## src/design/ssg_cfg.svh

```systemverilog
// Constants for the shift-skip group execution block
`ifndef SSG_CFG_SVH
`define SSG_CFG_SVH
// Summary of operation
// - Clear T at T0, clear I at T1, load T bits 10-15 into I at T2.
// - I bits 15..10 of 000000 select accumulator A, 000010 select accumulator B.
// - At T4 put accumulator on R bus; set carry when its bit 0 equals T bit 0.
// - Skip test: at T6 load P and M with P plus one plus carry.
// - Left shift moves bits 0-13 up one, keeps bit 15, drops old bit 14.
// - Left shift at T3: accumulator to R bus, left control, T bus back to accumulator.
// - Right shift moves all bits down one, drops bit 0, bit 15 keeps its value.
// - Right shift at T3: T bits 6-9 raise right control and accumulator store.
// - Non-skipping cycles add one to P and M at T6, then set phase 1 or 4.
// - Loop switch blocks the plain P increment; a skip carry still advances P and M by one.
// - Octal 001100 is right shift of A, 005100 right shift of B.
// - Octal 005000 is left shift of B.
// - Group instruction with T bit 5 set clears extend at the T4/T5 boundary.
// - Equal low bits skip the next instruction: P and M advance by two.

// =====================================================
// Register byte offsets
`define SSG_OFF_CTRL 8'h00
`define SSG_OFF_GO 8'h04
`define SSG_OFF_MEM 8'h08
`define SSG_OFF_ACC_A 8'h0C
`define SSG_OFF_ACC_B 8'h10
`define SSG_OFF_PC 8'h14
`define SSG_OFF_STATUS 8'h18
`define SSG_OFF_MADDR 8'h1C

// =====================================================
// Control register fields
`define SSG_CTRL_LOOP 0
`define SSG_CTRL_IRQ 1
`define SSG_CTRL_EXTEND 2

// =====================================================
// Instruction decode
`define SSG_OP_ACC_A 6'h00
`define SSG_OP_ACC_B 6'h02
`define SSG_OP_B_BIT 1
`define SSG_FN_LEFT 4'h8
`define SSG_FN_RIGHT 4'h9
`define SSG_FN_LSB 6
`define SSG_FN_MSB 9
`define SSG_TR_SKIP 3
`define SSG_TR_CLE 5
`define SSG_IR_LSB 10
`define SSG_IR_MSB 15

// =====================================================
// Reset values and step sizes
`define SSG_WORD_RST 16'h0000
`define SSG_IR_RST 6'h00
`define SSG_PC_ONE 16'h0001
`define SSG_PHASE_FETCH 3'h1
`define SSG_PHASE_INT 3'h4
`define SSG_BUS_ZERO 32'h00000000
`endif

```

## src/design/ssg_pkg.sv

```systemverilog
// Types shared by the shift-skip group execution block
package ssg_pkg;
    // Eight time periods of one machine cycle
    typedef enum logic [2:0] {
        SSG_T0 = 3'b000,
        SSG_T1 = 3'b001,
        SSG_T2 = 3'b010,
        SSG_T3 = 3'b011,
        SSG_T4 = 3'b100,
        SSG_T5 = 3'b101,
        SSG_T6 = 3'b110,
        SSG_T7 = 3'b111
    } ssg_period_t;

    // Whole state of the execution top
    typedef struct packed {
        ssg_period_t period;
        logic busy;
        logic [15:0] treg;
        logic [5:0] ir;
        logic [15:0] acc_a;
        logic [15:0] acc_b;
        logic [15:0] pc;
        logic [15:0] maddr;
        logic [15:0] mem;
        logic carry_flipflop;
        logic extend;
        logic [2:0] phase;
        logic loop_switch;
        logic irq_pending;
        logic [31:0] prdata;
        logic pready;
        logic pslverr;
    } ssg_state_t;
endpackage

```

## src/design/ssg_dp_if.sv

```systemverilog
// Datapath signals between the sequencer and the shift unit
`timescale 1ns/1ps
interface ssg_dp_if;
    ssg_pkg::ssg_period_t period;
    logic busy;
    logic [5:0] ir;
    logic [15:0] treg;
    logic [15:0] acc_a;
    logic [15:0] acc_b;
    logic [15:0] rbus;
    logic [15:0] tbus;
    logic shift_group_select;
    logic opcode_zero_decode;
    logic acc_a_to_rbus;
    logic acc_b_to_rbus;
    logic left_shift_magnitude;
    logic right_shift_magnitude;
    logic store_tbus_acc_a;
    logic store_tbus_acc_b;
    logic skip_low_bit_equal;
    logic clear_extend;

    modport seq (
        output period, busy, ir, treg, acc_a, acc_b,
        input rbus, tbus, shift_group_select, opcode_zero_decode, acc_a_to_rbus, acc_b_to_rbus,
        input left_shift_magnitude, right_shift_magnitude, store_tbus_acc_a, store_tbus_acc_b,
        input skip_low_bit_equal, clear_extend
    );
    modport unit (
        input period, busy, ir, treg, acc_a, acc_b,
        output rbus, tbus, shift_group_select, opcode_zero_decode, acc_a_to_rbus, acc_b_to_rbus,
        output left_shift_magnitude, right_shift_magnitude, store_tbus_acc_a, store_tbus_acc_b,
        output skip_low_bit_equal, clear_extend
    );
endinterface

```

## src/design/ssg_exec.sv

```systemverilog
// Shift-skip group execution top with APB register access
//
// The implementer's own choices: the address map and the APB register port.
`timescale 1ns/1ps
`include "ssg_cfg.svh"
module ssg_exec (
    input wire logic ref_clk,
    input wire logic rst,
    input wire logic psel,
    input wire logic penable,
    input wire logic pwrite,
    input wire logic [7:0] paddr,
    input wire logic [31:0] pwdata,
    output logic [31:0] prdata,
    output logic pready,
    output logic pslverr,
    output logic [2:0] time_period,
    output logic cycle_busy
);
    // =====================================================
    // State and datapath link
    ssg_pkg::ssg_state_t s;
    ssg_pkg::ssg_state_t next_s;
    ssg_dp_if dp ();

    ssg_shift_unit u_shift (
        .dp (dp.unit)
    );

    // Sequencer view handed to the shift unit
    assign dp.period = s.period;
    assign dp.busy = s.busy;
    assign dp.ir = s.ir;
    assign dp.treg = s.treg;
    assign dp.acc_a = s.acc_a;
    assign dp.acc_b = s.acc_b;

    // Outputs straight from the state flops
    assign prdata = s.prdata;
    assign pready = s.pready;
    assign pslverr = s.pslverr;
    assign time_period = s.period;
    assign cycle_busy = s.busy;

    // =====================================================
    // Bus decode helpers
    logic setup;
    logic access;
    logic mapped;
    logic exec_reg;
    logic [15:0] pc_step;
    logic [15:0] pc_sum;
    always_comb begin
        setup = psel && !penable;
        access = psel && penable && s.pready;
        unique case (paddr)
            `SSG_OFF_CTRL, `SSG_OFF_GO, `SSG_OFF_MEM, `SSG_OFF_ACC_A,
            `SSG_OFF_ACC_B, `SSG_OFF_PC, `SSG_OFF_STATUS, `SSG_OFF_MADDR: mapped = 1'b1;
            default: mapped = 1'b0;
        endcase
        // Registers the running cycle owns cannot be written mid-cycle
        exec_reg = (paddr == `SSG_OFF_GO) || (paddr == `SSG_OFF_MEM) || (paddr == `SSG_OFF_ACC_A)
            || (paddr == `SSG_OFF_ACC_B) || (paddr == `SSG_OFF_PC);
        // Loop switch blocks only the plain increment; the skip carry still adds
        pc_step = s.loop_switch ? `SSG_WORD_RST : `SSG_PC_ONE;
        pc_sum = s.pc + pc_step + {15'h0000, s.carry_flipflop};
    end

    // =====================================================
    // Next-state logic: bus first, then the timing chain
    always_comb begin
        next_s = s;
        next_s.pready = 1'b0;
        // Setup cycle: latch answer so the access phase completes with no wait
        if (setup) begin
            next_s.pready = 1'b1;
            next_s.pslverr = !mapped || (pwrite && s.busy && exec_reg);
            next_s.prdata = `SSG_BUS_ZERO;
            if (!pwrite) begin
                unique case (paddr)
                    `SSG_OFF_CTRL: next_s.prdata = {29'h00000000, s.extend, s.irq_pending, s.loop_switch};
                    `SSG_OFF_MEM: next_s.prdata = {16'h0000, s.mem};
                    `SSG_OFF_ACC_A: next_s.prdata = {16'h0000, s.acc_a};
                    `SSG_OFF_ACC_B: next_s.prdata = {16'h0000, s.acc_b};
                    `SSG_OFF_PC: next_s.prdata = {16'h0000, s.pc};
                    `SSG_OFF_MADDR: next_s.prdata = {16'h0000, s.maddr};
                    `SSG_OFF_STATUS: next_s.prdata = {17'h00000, s.phase, s.ir, s.period,
                        s.extend, s.carry_flipflop, s.busy};
                    default: next_s.prdata = `SSG_BUS_ZERO;
                endcase
            end
        end else begin // Outside the answer cycle the bus reads zero
            next_s.pslverr = 1'b0;
            next_s.prdata = `SSG_BUS_ZERO;
        end
        // Access edge with pready high: the write takes effect
        if (access && pwrite && !s.pslverr) begin
            unique case (paddr)
                `SSG_OFF_CTRL: begin
                    next_s.loop_switch = pwdata[`SSG_CTRL_LOOP];
                    next_s.irq_pending = pwdata[`SSG_CTRL_IRQ];
                    next_s.extend = pwdata[`SSG_CTRL_EXTEND];
                end
                `SSG_OFF_GO: begin
                    next_s.busy = 1'b1;
                    next_s.period = ssg_pkg::SSG_T0;
                end
                `SSG_OFF_MEM: next_s.mem = pwdata[15:0];
                `SSG_OFF_ACC_A: next_s.acc_a = pwdata[15:0];
                `SSG_OFF_ACC_B: next_s.acc_b = pwdata[15:0];
                `SSG_OFF_PC: begin
                    next_s.pc = pwdata[15:0];
                    next_s.maddr = pwdata[15:0];
                end
                default: next_s.busy = s.busy;
            endcase
        end
        // One machine cycle of eight periods
        if (s.busy) begin
            next_s.period = ssg_pkg::ssg_period_t'(s.period + 3'h1);
            unique case (s.period)
                ssg_pkg::SSG_T0: begin
                    next_s.treg = `SSG_WORD_RST;
                    next_s.carry_flipflop = 1'b0;
                end
                ssg_pkg::SSG_T1: begin
                    next_s.ir = `SSG_IR_RST;
                    next_s.treg = s.mem;
                end
                ssg_pkg::SSG_T2: begin
                    next_s.ir = s.treg[`SSG_IR_MSB:`SSG_IR_LSB];
                end
                ssg_pkg::SSG_T3: begin
                    // Write-back half of the memory cycle restores the word
                    next_s.mem = s.treg;
                    if (dp.store_tbus_acc_a) begin
                        next_s.acc_a = dp.tbus;
                    end
                    if (dp.store_tbus_acc_b) begin
                        next_s.acc_b = dp.tbus;
                    end
                end
                ssg_pkg::SSG_T4: begin
                    if (dp.skip_low_bit_equal) begin
                        next_s.carry_flipflop = 1'b1;
                    end
                    if (dp.clear_extend) begin
                        next_s.extend = 1'b0;
                    end
                end
                ssg_pkg::SSG_T5: begin
                    next_s.treg = s.treg;
                end
                ssg_pkg::SSG_T6: begin
                    next_s.pc = pc_sum;
                    next_s.maddr = pc_sum;
                end
                ssg_pkg::SSG_T7: begin
                    next_s.phase = s.irq_pending ? `SSG_PHASE_INT : `SSG_PHASE_FETCH;
                    next_s.busy = 1'b0;
                end
            endcase
        end
    end

    // =====================================================
    // State register
    always_ff @(posedge ref_clk or posedge rst) begin
        if (rst) begin
            s <= '{period: ssg_pkg::SSG_T0, busy: 1'b0, treg: `SSG_WORD_RST, ir: `SSG_IR_RST,
                acc_a: `SSG_WORD_RST, acc_b: `SSG_WORD_RST, pc: `SSG_WORD_RST, maddr: `SSG_WORD_RST,
                mem: `SSG_WORD_RST, carry_flipflop: 1'b0, extend: 1'b0, phase: `SSG_PHASE_FETCH,
                loop_switch: 1'b0, irq_pending: 1'b0, prdata: `SSG_BUS_ZERO, pready: 1'b0,
                pslverr: 1'b0};
        end else begin
            s <= next_s;
        end
    end
endmodule

```

## src/design/ssg_shift_unit.sv

```systemverilog
// Decode and shifter for the shift-skip group
`timescale 1ns/1ps
`include "ssg_cfg.svh"
module ssg_shift_unit (
    ssg_dp_if.unit dp
);
    // =====================================================
    // Decode, R bus source and shifter
    logic t3;
    logic t4;
    logic sel_b;
    logic [3:0] fn;
    always_comb begin
        t3 = dp.busy && (dp.period == ssg_pkg::SSG_T3);
        t4 = dp.busy && (dp.period == ssg_pkg::SSG_T4);
        sel_b = dp.ir[`SSG_OP_B_BIT];
        fn = dp.treg[`SSG_FN_MSB:`SSG_FN_LSB];
        // Upper four opcode bits zero, then bit 10 low picks the group
        dp.opcode_zero_decode = (dp.ir[5:2] == 4'h0);
        dp.shift_group_select = dp.opcode_zero_decode && !dp.ir[0];
        // Accumulator drives R bus in T3 and T4, as for every group member
        dp.acc_a_to_rbus = dp.shift_group_select && !sel_b && (t3 || t4);
        dp.acc_b_to_rbus = dp.shift_group_select && sel_b && (t3 || t4);
        dp.rbus = dp.acc_a_to_rbus ? dp.acc_a : (dp.acc_b_to_rbus ? dp.acc_b : `SSG_WORD_RST);
        // Only the two arithmetic shifts are decoded; rotates leave accumulators alone
        dp.left_shift_magnitude = dp.shift_group_select && t3 && (fn == `SSG_FN_LEFT);
        dp.right_shift_magnitude = dp.shift_group_select && t3 && (fn == `SSG_FN_RIGHT);
        if (dp.left_shift_magnitude) begin
            dp.tbus = {dp.rbus[15], dp.rbus[13:0], 1'b0};
        end else if (dp.right_shift_magnitude) begin
            dp.tbus = {dp.rbus[15], dp.rbus[15:1]};
        end else begin
            dp.tbus = dp.rbus;
        end
        dp.store_tbus_acc_a = (dp.left_shift_magnitude || dp.right_shift_magnitude) && !sel_b;
        dp.store_tbus_acc_b = (dp.left_shift_magnitude || dp.right_shift_magnitude) && sel_b;
        // Both-zero or both-one counts as equal
        dp.skip_low_bit_equal = dp.shift_group_select && t4 && dp.treg[`SSG_TR_SKIP]
            && (dp.rbus[0] == dp.treg[0]);
        dp.clear_extend = dp.shift_group_select && t4 && dp.treg[`SSG_TR_CLE];
    end
endmodule

```

## config.mk

```make
export PLATFORM = sky130hd
export DESIGN_NAME = ssg_exec
export DESIGN_NICKNAME = d
export VERILOG_FILES = /design/src/design/ssg_pkg.sv /design/src/design/ssg_dp_if.sv /design/src/design/ssg_exec.sv /design/src/design/ssg_shift_unit.sv
export VERILOG_INCLUDE_DIRS = /design/src /design/src/design
export SDC_FILE = /design/constraint.sdc
export NUM_CORES = 1
export LEC_CHECK = 0
export ABC_AREA = 1
export BUFFER_PORTS_ARGS = -buffer_cell sky130_fd_sc_hd__buf_2
export CAP_MARGIN = 20
export CORE_MARGIN = 1
export CORE_UTILIZATION = 61
export DETAILED_ROUTE_END_ITERATION = 8
export GPL_ROUTABILITY_DRIVEN = 1
export PLACE_DENSITY = 0.81
export SETUP_SLACK_MARGIN = 0.15
export SLEW_MARGIN = 25
export SYNTH_ARGS = -nofsm -noshare
export SYNTH_HDL_FRONTEND = slang
export SYNTH_SLANG_ARGS = --single-unit
```

## constraint.sdc

```tcl
create_clock -name ref_clk -period 12.29 [get_ports ref_clk]
set_input_delay 1.8435 -clock ref_clk [delete_from_list [all_inputs] [get_ports ref_clk]]
set_output_delay 1.8435 -clock ref_clk [all_outputs]
set_load 0.03 [all_outputs]
```

==> summary.md <==
| Metric | Value |
|---|---|
| Outcome | `complete, no violations` |
| Area of the mapped netlist | `7710 sq um` |
| GRT overflow | `0` |
| Cts hold-fix bufs | `0` |
| Post-layout util | `69.2%` |
| H-tree Lvls | `4` |
| Die Ht | `114 um` |
| Port Buffers | `50` |
| Hold Fails Final Rpt | `0` |
| Initial antenna violation count | `0` |
| Hold depth | `2` |
| Clock tree root driver cell | `clkbuf_16` |
| Slew Limit Fails | `0` |
| Synth cell count leaders | `nand2_1 (300), inv_1 (158), dfrtp_1 (129)` |
| WL final | `20900 um` |
| Power Internal | `0.760 mW` |
| Top post-synthesis cells by area | `dfrtp_1 (42%), nand2_1 (15%), inv_1 (7.7%)` |
| Critical path buffers and inverters | `2` |
| Most frequent CP cell | `nand2_1` |
| Routed vias | `7187` |
| WP data required | `12.65 ns` |
| Rel. slew slack | `41.0%` |
| Fillers | `1009` |
| Area growth syn-to-layout | `9.12%` |
| Final Skew | `0.00660 ns` |
| Met3 WL | `2090 um` |
| Arrival @ worst endpoint | `3.58 ns` |
| CP Capture Type | `flop` |
| CTS Buffer Depth | `2` |
| Ys flop type | `dfrtp_1` |
| Final ANT Viol Nets | `0` |
| PD cells | `118 nW/um^2` |
| Mapped Cells | `1042` |
| Postcts setup bufs | `0` |
| #FFs+latches synth | `130` |
| Slowest stage cell, crit path | `nand2_1` |
| Critical Path, Cell by Cell | `inv_1, ha_1, nand2_1, buf_4, nand2_1, nand3_1, o21ai_0, nand2_1, nand3_1, nand2_1, nand2_1` |
| WL met1 | `9000 um` |
| Final net count | `1107` |
| Detailed Route Iter0 Violations | `927` |
| Synth async-reset ratio | `100%` |
| Fmax | `310 MHz` |
| CTS tree | `done` |
| Layout cells sized above 1 | `11.1%` |
| Die Width | `114 um` |
| Drt via density | `5.82` |
| Clk pwr share | `52.2%` |
| Number of global-route vias before repair | `6261` |
| Worst-margin pin slew | `0.883 ns` |
| Unrepaired setup endpoints after global routing | `no` |
| Setup Crit Path Kind | `flop to flop` |
| Sw Share | `23.7%` |
| Static Leakage | `4.50 nW` |
| Gpl congestion | `0.922` |
| Largest net degree at the start of global routing | `74` |
| Die area | `13100 sq um` |
| Largest area contributor in the netlist | `dfrtp_1` |
| Tmin final | `3.22 ns` |
| Psw | `0.236 mW` |
| Row cnt | `40` |
| Max-cap violations | `0` |
| Detailed Routing Iterations Pass 1 | `6` |
| Sequential area share after synthesis | `42.2%` |
| Num CTS Buffers | `17` |
| Largest stage delay, worst path | `0.58 ns` |
| Synth cell types | `37` |
| Min-Delay Path Class | `flop to flop` |
| Most frequent cell after synthesis | `nand2_1` |
| Core area | `12200 sq um` |
| DR WL/cell | `16.9 um` |
| Comb pwr share | `4.4%` |
| Hpwl dp | `14600 um` |
| Sequential Power Share | `43.5%` |
| Crit-path max FO | `35` |
| Worst-path clk slew | `0.06 ns` |
| Critical Path Source Type | `flop` |
| Post-CTS sizing | `0` |
| Yosys top cell area share | `41.9%` |
| I/O Pins | `83` |
| TNS Setup | `0 ns` |
| Family with the most delay on the worst path | `simple AND/OR/NAND/NOR gates` |
| Synth warn | `0` |
| Global-route wire length before repair | `33400 um` |
| Clk sinks | `130` |
| Clk Latency, worst-skew pair | `0.43 ns` |
| Reg2Reg Depth | `11` |
| Mean Syn Cell Area | `7.40 sq um` |
| Inserted Diodes | `0` |
| Post-synth EDFFs | `0` |
| Peak supply drop | `72.1 uV` |
| GRT Util Overall | `33.8%` |
| Met2 wire len | `9380 um` |
| Final Cycle Share | `26.2%` |
| DR DRC count | `0` |
| Uppermost layer routed | `met4` |
| Initial Util | `63.4%` |
| Crit path depth | `11` |
| Final setup fails | `0` |
metrics by stage:
| step | power (mW) | hold WS (ns) | cells | setup slack [ns] | cell area (sq um) |
|---|---|---|---|---|---|
| detailed placement | 0.483 | 0.513 | 1201 | 8.32 | 7760 |
| CTS | 0.996 | 0.528 | 1233 | 8.77 | 8370 |
| global placement | 0.482 | 0.506 | 1201 | 8.33 | 7760 |
| finish | 0.996 | 0.526 | 1235 | 9.07 | 8410 |
| global route | 1.03 | 0.557 | 1235 | 8.79 | 8410 |
| floorplan | 0.470 | 0.453 | 1057 | 6.98 | 7760 |
registers in the layout (all words and copies together), names as in the netlist:
name and flops:
dp.acc_a 16, s 54, pslverr 1, prdata 16, dp.treg 16, cycle_busy 1
dp.ir 6, pready 1, time_period 3, dp.acc_b 16
final cells by class:
class                      count  area [sq um]  share of cell area (%)
multi-input combinational    687          3390                    40.3
inverter                     161           614                    7.30
timing repair buffer          57           327                    3.88
clock buffer                  17           425                    5.06
clock inverter                15           186                    2.22
tap                          168           210                    2.50
sequential                   130          3250                    38.7
cells by family after synthesis:
family,count (synthesis),share of synthesized area (%)
and+or+nand+nor,448,25.5
buffers and inverters,240,14.5
AOI/OAI and AO/OA,214,16.2
DFF,130,42.2
adders and majority gates,8,1.40
xor gates and xnor gates,1,0.114
other,1,0.0487
path summary, 6_finish.rpt:
kind,from,endpoint,slack [ns]
worst max-delay path,time_period[2]$_DFFE_PP0P_,dp.acc_a[1]$_DFF_PP0_,9.07
worst min-delay path,dp.treg[4]$_DFFE_PP0P_,dp.treg[4]$_DFFE_PP0P_,0.53
worst max register to register,time_period[2]$_DFFE_PP0P_,dp.acc_a[1]$_DFF_PP0_,9.07
worst min register to register,dp.treg[4]$_DFFE_PP0P_,dp.treg[4]$_DFFE_PP0P_,0.53
max in group asynchronous,rst,s[36]$_DFFE_PP1P_,9.77
min in group asynchronous,rst,prdata[14]$_DFF_PP0_,1.46
cell usage in the layout (no fill, tap or decap), drive strengths merged, types with 2 or more instances in the layout:
cell,n
ha,7
o211ai,26
o21bai,2
clkinv,7
clkbuf,17
inv,162
o21ai,101
bufinv,3
a21oi,22
o22ai,60
nand3,42
or2,2
nand2,304
conb,16
nor3,8
nor2,56
a31oi,2
buf,57
clkinvlp,4
dfrtp,129
nand4,36
worst register-to-register path: stages (launching register included):
cell     delay, ns
dfrtp_1       0.44
inv_1         0.23
ha_1          0.19
nand2_1       0.05
buf_4         0.26
nand2_1       0.59
nand3_1       0.51
o21ai_0       0.48
nand2_1       0.09
nand3_1       0.16
nand2_1       0.07
nand2_1       0.08
power groups by stage:
stage | logic (mW) | clock network [mW] | registers, mW
6_report | 0.0436 | 0.520 | 0.433
5_1_grt | 0.0476 | 0.544 | 0.433
4_1_cts | 0.0420 | 0.521 | 0.433
3_5_place_dp | 0.0418 | 0 | 0.441
3_3_place_gp | 0.0417 | 0 | 0.440
2_1_floorplan | 0.0289 | 0 | 0.441
metal layers:
layer	GRT usage, %	vias to the layer above
li1	-	3367
met1	48.6	3363
met2	50.9	422
met3	6.25	35
met4	12.4	0
met5	0	-
No activity file was read; power rests on OpenSTA's default activity.
